### src/retry_defines.vh
`ifndef RETRY_DEFINES_VH
`define RETRY_DEFINES_VH

// Register word offsets
`define ADDR_CTRL        4'h0
`define ADDR_LIMIT       4'h1
`define ADDR_DELAY       4'h2
`define ADDR_FORGET      4'h3
`define ADDR_SLOTS       4'h4
`define ADDR_CLEAR       4'h5
`define ADDR_TOTAL       4'h6
`define ADDR_COUNT2      4'h7
`define ADDR_STATUS      4'h8
`define ADDR_IRQ_STAT    4'h9
`define ADDR_IRQ_MASK    4'hA

// Reset values of the settings
`define RST_ENABLE       1'b0
`define RST_LIMIT        3'h5
`define RST_DELAY        7'h05
`define RST_FORGET       6'h0F
`define RST_SLOT         5'h00

// Setting ranges
`define LIMIT_MIN        3'h1
`define LIMIT_MAX        3'h5
`define DELAY_MIN        7'h05
`define DELAY_MAX        7'h78
`define FORGET_MIN       6'h01
`define FORGET_MAX       6'h3C

// Fault selection codes
`define SEL_NONE         5'h00
`define SEL_LAST_CODE    5'h13
`define SEL_ALL          5'h14

// Starter state at the moment of a trip
`define ST_IDLE          2'h0
`define ST_START         2'h1
`define ST_ACCEL         2'h2
`define ST_RUN           2'h3

// Timebase
`define CLK_HZ           10000000
`define SECOND_CYCLES    (`CLK_HZ)
`define SECONDS_PER_MIN  6'h3C

// Interrupt status bits
`define IRQ_TRIP         0
`define IRQ_RETRY        1
`define IRQ_LOCKOUT      2

`endif

### src/retry_timebase.v
`timescale 1ns/10ps
`include "retry_defines.vh"

// ----------------------------------------
// Seconds and minutes tick generator
// ----------------------------------------
module retry_timebase
#(
    parameter SECOND_CYCLES = `SECOND_CYCLES
)
(
    input  wire        core_clk,
    input  wire        nrst,
    output reg         sec_tick,
    output reg         min_tick
);

    reg [23:0] cycle_count;
    reg [5:0]  sec_count;

    // Pulse once per second and once per sixty seconds
    always @(posedge core_clk or negedge nrst)
    begin
        if (!nrst)
        begin
            cycle_count <= 24'h000000;
            sec_count   <= 6'h00;
            sec_tick    <= 1'b0;
            min_tick    <= 1'b0;
        end
        else if (cycle_count == SECOND_CYCLES[23:0] - 24'h000001)
        begin
            cycle_count <= 24'h000000;
            sec_tick    <= 1'b1;
            if (sec_count == `SECONDS_PER_MIN - 6'h01)
            begin
                sec_count <= 6'h00;
                min_tick  <= 1'b1;
            end
            else
            begin
                sec_count <= sec_count + 6'h01;
                min_tick  <= 1'b0;
            end
        end
        else
        begin
            cycle_count <= cycle_count + 24'h000001;
            sec_tick    <= 1'b0;
            min_tick    <= 1'b0;
        end
    end

endmodule

### src/fault_auto_retry_controller.v
// Contract
// RQ1: Auto reset enable setting, off by default; off means trips latch until manual reset.
// RQ2: Retry limit 1 to 5, default 5; permanent trip when used up.
// RQ3: Wait retry delay, 5 to 120 s, default 5, before auto reset.
// RQ4: Clear attempt counter after fault-free running for 1 to 60 min, default 15.
// RQ5: Restart motor after reset if trip came during start, accel or run.
// RQ6: Trip while idle: reset and return to idle without a start.
// RQ7: Four fault slots, codes 0 to 20, default 0; 0 selects nothing.
// RQ8: Only fault codes matching a slot are auto reset; codes 1 to 19.
// RQ9: Any slot holding 20 makes every listed fault eligible.
// RQ10: Total trip counter counts every trip, readable.
// RQ11: Second trip counter counts trips since last cleared.
// RQ12: Writing YES to clear command zeroes second counter; NO does nothing.
// RQ13: Each auto reset bumps attempts; trip at limit stays latched.
`timescale 1ns/10ps
`include "retry_defines.vh"

module fault_auto_retry_controller
#(
    parameter SECOND_CYCLES = `SECOND_CYCLES
)
(
    input  wire        core_clk,
    input  wire        nrst,
    input  wire        fault_trip,
    input  wire [4:0]  fault_code,
    input  wire [1:0]  starter_state,
    input  wire        manual_reset,
    input  wire [3:0]  addr,
    input  wire [31:0] wdata,
    input  wire        wr_en,
    input  wire        rd_en,
    output reg  [31:0] rdata,
    output reg         fault_latched,
    output reg         auto_reset_pulse,
    output reg         restart_pulse,
    output reg         lockout,
    output wire        irq
);

    // ----------------------------------------
    // Sequencer states
    // ----------------------------------------
    localparam S_IDLE    = 2'b00;
    localparam S_WAIT    = 2'b01;
    localparam S_LATCHED = 2'b10;

    // ----------------------------------------
    // Declarations
    // ----------------------------------------
    reg        retry_enable;
    reg [2:0]  retry_limit;
    reg [6:0]  retry_delay_seconds;
    reg [5:0]  retry_forget_minutes;
    reg [4:0]  retry_fault_slot [0:3];
    reg [15:0] trip_total_count;
    reg [15:0] trip_since_clear_count;
    reg [2:0]  attempt_count;
    reg [1:0]  state;
    reg [6:0]  delay_count;
    reg [5:0]  forget_count;
    reg        restart_pending;
    reg [2:0]  irq_status;
    reg [2:0]  irq_mask;
    reg [2:0]  next_events;
    wire       sec_tick;
    wire       min_tick;
    wire [3:0] slot_hit;
    wire       eligible;
    wire       clear_trip_count_cmd;
    wire       trip_take;
    wire       retry_ok;
    wire [6:0] limit_clamped;
    wire [6:0] forget_clamped;

    // ----------------------------------------
    // Timebase
    // ----------------------------------------
    retry_timebase
    #(
        .SECOND_CYCLES (SECOND_CYCLES)
    )
    u_timebase
    (
        .core_clk (core_clk),
        .nrst     (nrst),
        .sec_tick (sec_tick),
        .min_tick (min_tick)
    );

    // ----------------------------------------
    // Fault eligibility
    // ----------------------------------------
    // Compare one slot against the trip code
    function slot_match;
        input [4:0] slot;
        input [4:0] code;
        begin
            slot_match = (slot == `SEL_ALL && code != `SEL_NONE && code <= `SEL_LAST_CODE) // RQ9
                      || (slot != `SEL_NONE && slot == code); // RQ7
        end
    endfunction

    genvar gi;
    generate
        for (gi = 0; gi < 4; gi = gi + 1)
        begin : g_slot
            assign slot_hit[gi] = slot_match(retry_fault_slot[gi], fault_code);
        end
    endgenerate

    assign eligible = |slot_hit; // RQ8
    // Only a trip in idle state is taken; repeats while latched are still counted
    assign trip_take = fault_trip && state == S_IDLE;
    assign retry_ok  = retry_enable && eligible && attempt_count < retry_limit; // RQ1 RQ13
    assign clear_trip_count_cmd = wr_en && addr == `ADDR_CLEAR && wdata[0];

    // Clamp a written value into its documented range
    function [6:0] clamp7;
        input [6:0] v;
        input [6:0] lo;
        input [6:0] hi;
        begin
            if (v < lo)
                clamp7 = lo;
            else if (v > hi)
                clamp7 = hi;
            else
                clamp7 = v;
        end
    endfunction

    // Narrow settings share the wide clamp, then are cut back to their own width
    assign limit_clamped  = clamp7({4'h0, wdata[2:0]}, {4'h0, `LIMIT_MIN}, {4'h0, `LIMIT_MAX});
    assign forget_clamped = clamp7({1'b0, wdata[5:0]}, {1'b0, `FORGET_MIN}, {1'b0, `FORGET_MAX});

    // ----------------------------------------
    // Settings registers
    // ----------------------------------------
    // Out-of-range limit, delay and forget writes are clamped and slots above 20 are cleared, so the sequencer never sees an illegal limit
    always @(posedge core_clk or negedge nrst)
    begin
        if (!nrst)
        begin
            retry_enable         <= `RST_ENABLE; // RQ1
            retry_limit          <= `RST_LIMIT; // RQ2
            retry_delay_seconds  <= `RST_DELAY; // RQ3
            retry_forget_minutes <= `RST_FORGET; // RQ4
            retry_fault_slot[0]  <= `RST_SLOT; // RQ7
            retry_fault_slot[1]  <= `RST_SLOT;
            retry_fault_slot[2]  <= `RST_SLOT;
            retry_fault_slot[3]  <= `RST_SLOT;
            irq_mask             <= 3'h0;
        end
        else if (wr_en)
        begin
            case (addr)
                `ADDR_CTRL:
                    retry_enable <= wdata[0];
                `ADDR_LIMIT:
                    retry_limit <= limit_clamped[2:0]; // RQ2
                `ADDR_DELAY:
                    retry_delay_seconds <= clamp7(wdata[6:0], `DELAY_MIN, `DELAY_MAX); // RQ3
                `ADDR_FORGET:
                    retry_forget_minutes <= forget_clamped[5:0]; // RQ4
                `ADDR_SLOTS:
                begin
                    retry_fault_slot[0] <= (wdata[4:0]   > `SEL_ALL) ? `SEL_NONE : wdata[4:0];
                    retry_fault_slot[1] <= (wdata[12:8]  > `SEL_ALL) ? `SEL_NONE : wdata[12:8];
                    retry_fault_slot[2] <= (wdata[20:16] > `SEL_ALL) ? `SEL_NONE : wdata[20:16];
                    retry_fault_slot[3] <= (wdata[28:24] > `SEL_ALL) ? `SEL_NONE : wdata[28:24];
                end
                `ADDR_IRQ_MASK:
                    irq_mask <= wdata[2:0];
                default:
                    irq_mask <= irq_mask;
            endcase
        end
    end

    // ----------------------------------------
    // Trip statistics
    // ----------------------------------------
    // A trip in the clear cycle counts as the first trip after the clear
    always @(posedge core_clk or negedge nrst)
    begin
        if (!nrst)
        begin
            trip_total_count       <= 16'h0000;
            trip_since_clear_count <= 16'h0000;
        end
        else
        begin
            if (fault_trip)
                trip_total_count <= trip_total_count + 16'h0001; // RQ10
            if (clear_trip_count_cmd)
                trip_since_clear_count <= fault_trip ? 16'h0001 : 16'h0000; // RQ12
            else if (fault_trip)
                trip_since_clear_count <= trip_since_clear_count + 16'h0001; // RQ11
        end
    end

    // ----------------------------------------
    // Retry sequencer
    // ----------------------------------------
    always @(posedge core_clk or negedge nrst)
    begin
        if (!nrst)
        begin
            state            <= S_IDLE;
            attempt_count    <= 3'h0;
            delay_count      <= 7'h00;
            forget_count     <= 6'h00;
            restart_pending  <= 1'b0;
            fault_latched    <= 1'b0;
            auto_reset_pulse <= 1'b0;
            restart_pulse    <= 1'b0;
            lockout          <= 1'b0;
        end
        else
        begin
            auto_reset_pulse <= 1'b0;
            restart_pulse    <= 1'b0;
            case (state)
                S_IDLE:
                begin
                    if (trip_take)
                    begin
                        fault_latched   <= 1'b1;
                        forget_count    <= 6'h00;
                        delay_count     <= 7'h00;
                        restart_pending <= (starter_state != `ST_IDLE); // RQ5 RQ6
                        if (retry_ok)
                            state <= S_WAIT; // RQ3
                        else
                        begin
                            state   <= S_LATCHED; // RQ1 RQ13
                            lockout <= retry_enable && eligible; // RQ2
                        end
                    end
                    else if (min_tick && attempt_count != 3'h0)
                    begin
                        // Fault-free minutes since last trip
                        if (forget_count + 6'h01 >= retry_forget_minutes)
                        begin
                            attempt_count <= 3'h0; // RQ4
                            forget_count  <= 6'h00;
                        end
                        else
                            forget_count <= forget_count + 6'h01;
                    end
                end
                S_WAIT:
                begin
                    if (manual_reset)
                    begin
                        state         <= S_IDLE;
                        fault_latched <= 1'b0;
                    end
                    else if (sec_tick)
                    begin
                        if (delay_count + 7'h01 >= retry_delay_seconds)
                        begin
                            state            <= S_IDLE;
                            fault_latched    <= 1'b0;
                            auto_reset_pulse <= 1'b1;
                            attempt_count    <= attempt_count + 3'h1; // RQ13
                            restart_pulse    <= restart_pending; // RQ5 RQ6
                        end
                        else
                            delay_count <= delay_count + 7'h01; // RQ3
                    end
                end
                S_LATCHED:
                begin
                    // Only the operator can leave; attempts restart from zero
                    if (manual_reset)
                    begin
                        state         <= S_IDLE;
                        fault_latched <= 1'b0;
                        lockout       <= 1'b0;
                        attempt_count <= 3'h0;
                    end
                end
                default:
                    state <= S_IDLE;
            endcase
        end
    end

    // ----------------------------------------
    // Interrupts
    // ----------------------------------------
    always @*
    begin
        next_events = 3'h0;
        next_events[`IRQ_TRIP]    = fault_trip;
        next_events[`IRQ_RETRY]   = auto_reset_pulse;
        next_events[`IRQ_LOCKOUT] = trip_take && !retry_ok;
    end

    // Set wins over a write-one-to-clear in the same cycle
    always @(posedge core_clk or negedge nrst)
    begin
        if (!nrst)
            irq_status <= 3'h0;
        else if (wr_en && addr == `ADDR_IRQ_STAT)
            irq_status <= (irq_status & ~wdata[2:0]) | next_events;
        else
            irq_status <= irq_status | next_events;
    end

    assign irq = |(irq_status & irq_mask);

    // ----------------------------------------
    // Register read port
    // ----------------------------------------
    always @(posedge core_clk or negedge nrst)
    begin
        if (!nrst)
            rdata <= 32'h00000000;
        else if (rd_en)
        begin
            case (addr)
                `ADDR_CTRL:     rdata <= {31'h00000000, retry_enable};
                `ADDR_LIMIT:    rdata <= {29'h00000000, retry_limit};
                `ADDR_DELAY:    rdata <= {25'h0000000, retry_delay_seconds};
                `ADDR_FORGET:   rdata <= {26'h0000000, retry_forget_minutes};
                `ADDR_SLOTS:    rdata <= {3'h0, retry_fault_slot[3], 3'h0, retry_fault_slot[2],
                                          3'h0, retry_fault_slot[1], 3'h0, retry_fault_slot[0]};
                `ADDR_CLEAR:    rdata <= 32'h00000000; // Command reads back NO
                `ADDR_TOTAL:    rdata <= {16'h0000, trip_total_count}; // RQ10
                `ADDR_COUNT2:   rdata <= {16'h0000, trip_since_clear_count}; // RQ11
                `ADDR_STATUS:   rdata <= {24'h000000, lockout, fault_latched, 1'b0, attempt_count, state};
                `ADDR_IRQ_STAT: rdata <= {29'h00000000, irq_status};
                `ADDR_IRQ_MASK: rdata <= {29'h00000000, irq_mask};
                default:        rdata <= 32'h00000000;
            endcase
        end
        else
            rdata <= 32'h00000000;
    end

endmodule

### config.mk
export PLATFORM = sky130hd
export DESIGN_NAME = fault_auto_retry_controller
export DESIGN_NICKNAME = d
export VERILOG_FILES = /design/src/retry_timebase.v /design/src/fault_auto_retry_controller.v
export VERILOG_INCLUDE_DIRS = /design/src
export SDC_FILE = /design/constraint.sdc
export NUM_CORES = 1
export LEC_CHECK = 0
export BUFFER_PORTS_ARGS = -buffer_cell sky130_fd_sc_hd__buf_2
export CAP_MARGIN = 25
export CORE_ASPECT_RATIO = 0.9
export CORE_MARGIN = 4
export CORE_UTILIZATION = 45
export CTS_BUF_LIST = sky130_fd_sc_hd__clkbuf_16
export DETAILED_ROUTE_END_ITERATION = 10
export PLACE_DENSITY = 0.73
export SLEW_MARGIN = 5
export SYNTH_ARGS = -nofsm -noshare
export SYNTH_HDL_FRONTEND = slang
export SYNTH_SLANG_ARGS = --single-unit
### constraint.sdc
create_clock -name core_clk -period 8.3 [get_ports core_clk]
set_input_delay 0 -clock core_clk [delete_from_list [all_inputs] [get_ports core_clk]]
set_output_delay 0 -clock core_clk [all_outputs]
set_load 0.01 [all_outputs]
==> metrics.txt <==
post-CTS sizing 0; setup TNS 0 ps; drt total wl 18,900 um; Site Rows 46; final hold violations 0; Root Driver clkbuf_16; Leak 4.44 nW; Sink Count 156; GRT overflow 0; worst-margin pin slew 926 ps; vias per inst 5.44; Avg Inst Size Synth 9.63 sq um; pin count of the biggest net entering global routing 81; crit-path max FO 7; nets 1,018; total of max-cap violations 0; global-route wire length before repair 31,900 um; Layout area overhead 16.8%; H-tree levels 4; First-pass DRT Iterations 5; die area 20,600 sq um; Max clock buf depth 2; CP startpoint kind flop; Synth Cell Area 8260 sq um; Setup CP Type flop to flop; Post-Syn Instances 858; PD cells 214 nW/um^2; synth warn 0; Slew Limit Fails 0; vias in the first global route 6,409; Unique masters post-synth 67; Vias 6,512; status finished clean; drc violations 0; initial antenna violation count 0; RSZ-0062 raised after global routing no; Initial Util 0.463; Final Power 0.00206 W; Peak VDD IR 0.139 mV; GRT Total Usage 0.195; violation count after the first detailed-route iteration 373; io pins 86; CTS tree built; asr flop ratio synth 1.00; Worst-Skew Late Latency 430 ps; #FFs+latches synth 156; ANT nets after route 0; CTS clk-pin slew, worst paths 60 ps; reg2reg end delay_count[0]; # setup viols final 0; worst min-delay path class input pin to flop; reg-to-reg startpoint delay_count[0]; R2R Setup Slk 5180 ps; Worst EP arrival 3420 ps; Worst Skew 11.3 ps; Top FF cell, synth dfrtp_1; Seq/Total Area, Yosys 0.474; Final period util 0.376; critical path endpoint delay_count[0]; core area 17,800 sq um; max frequency 0.321 GHz; slew margin rel. 0.376; chip width 151 um; routed len/inst 15.8 um; CTS Buf Count 17; PortBufs 69; Setup crit end kind flop; gpl congestion 0.862; FF-to-FF path depth 10; Required @ worst endpoint 8600 ps; Post-synth EDFFs 0; HPWL Detailed 13,300 um; Crit. Startpoint delay_count[0]; share of cells above drive strength 1 0.139; die height 137 um; post-layout min period 3120 ps
==> synth_stat cells, drive strengths merged, types with 5 or more instances <==
master,number,area share
nand2,108,0.049
buf,17,0.014
a32oi,6,0.0064
xnor2,50,0.053
nor4,15,0.014
o21ai,48,0.029
a21o,7,0.0064
mux2,13,0.018
clkbuf,25,0.011
a21oi,24,0.015
o211ai,5,0.0052
nand4,18,0.014
nand2b,25,0.019
dfstp,8,0.025
xor2,26,0.028
inv,37,0.017
and2,13,0.0098
dfrtp,148,0.45
o22ai,8,0.0061
ha,27,0.041
nor2b,5,0.0038
nor2,79,0.036
mux2i,24,0.029
nor3,17,0.013
and4,5,0.0053
and3,9,0.0068
nand3,37,0.023
a22o,6,0.0064
==> cell families after synthesis <==
group	synth area share
simple gates	0.205
flops	0.474
compound gates	0.110
buf+inv	0.0423
xor+xnor	0.0806
mux	0.0468
fa+ha+maj	0.0409
other cells	0.000454
==> cell type report <==
type	instances	area (sq um)
timing repair buffer	102	702
antenna	1	2.50
tap	240	300
clock inverter	15	144
multi-input combinational	627	4020
inverter	38	143
clock buffer	17	425
fill	1562	8200
sequential	156	3910
==> through the flow <==
stage / cell area (sq um) / std cells / worst slack [ps] / hold WS, ps / utilization
after floorplan: 8280 / 863 / 5540 / -296 / -
after global placement: 8730 / 1131 / 5250 / 73.2 / 0.489
after detailed placement: 8750 / 1132 / 5170 / 75.1 / 0.490
after CTS: 9620 / 1194 / 5160 / 34.3 / 0.539
after global routing: 9640 / 1195 / 4940 / 57.8 / 0.540
final: 9650 / 1196 / 5180 / 54.5 / 0.541
==> state kept, by name (all words and copies together) (netlist names), 7 cells and up <==
signal,cells
delay_count,7
retry_delay_seconds,7
rdata,26
trip_since_clear_count,16
u_timebase.cycle_count,24
trip_total_count,16
retry_fault_slot,20
==> worst max-delay path, stage by stage (launching register included) <==
cell and delay, ps:
dfrtp_1 430, ha_1 220, nand3_1 130, nor3_1 220
xnor2_1 170, ha_1 270, and3_1 200, a221o_1 380
o41ai_2 210, o211a_1 400, mux2_1 370
==> how the worst min path moves through the flow <==
| stage | from | to | slack, ps | cells after the start |
|---|---|---|---|---|
| 3_5_place_dp | nrst | rdata[28] | 80 | 1 |
| 6_report | rd_en | rdata[9] | 50 | 3 |
| 4_1_cts | rd_en | rdata[8] | 30 | 3 |
| 3_3_place_gp | nrst | rdata[27] | 70 | 1 |
| 2_1_floorplan | nrst | attempt_count[0] | -300 | 0 |
| 5_1_grt | rd_en | rdata[8] | 60 | 3 |
==> cells in the final DEF (no fill, tap or decap), types with 18 or more instances in the layout <==
cell type	n
a21oi_1	24
buf_2	68
dfrtp_1	148
dlygate4sd3_1	30
ha_1	27
inv_1	37
mux2i_1	24
nand2_1	108
nand2b_1	25
nand3_1	36
nand4_1	18
nor2_1	79
o21ai_0	48
xnor2_1	50
xor2_1	26
==> power by group <==
group / total [W] / internal (W) / leakage (nW) / switching, W
logic: 0.000355 / 0.000159 / 2.11 / 0.000196
registers: 0.000953 / 0.000850 / 2.06 / 0.000103
clock network: 0.000756 / 0.000441 / 0.275 / 0.000315
total: 0.00206 / 0.00145 / 4.44 / 0.000614
==> layer usage <==
metal  global-route usage  up-vias  part of all wire
li1                     -     3142                 -
met1                0.268     3168              0.45
met2                0.309      176              0.47
met3               0.0480       26             0.061
met4               0.0579        0             0.016
met5                    0        -                 0
==> timing repair <==
item | CTS | global route
hold buffers | 30 | 0
endpoints found under the setup margin | 0 | 0
setup buffers | 0 | 0
hold endpoints to repair | 118 | 0
Note: power is estimated with default switching activity, not from simulation.
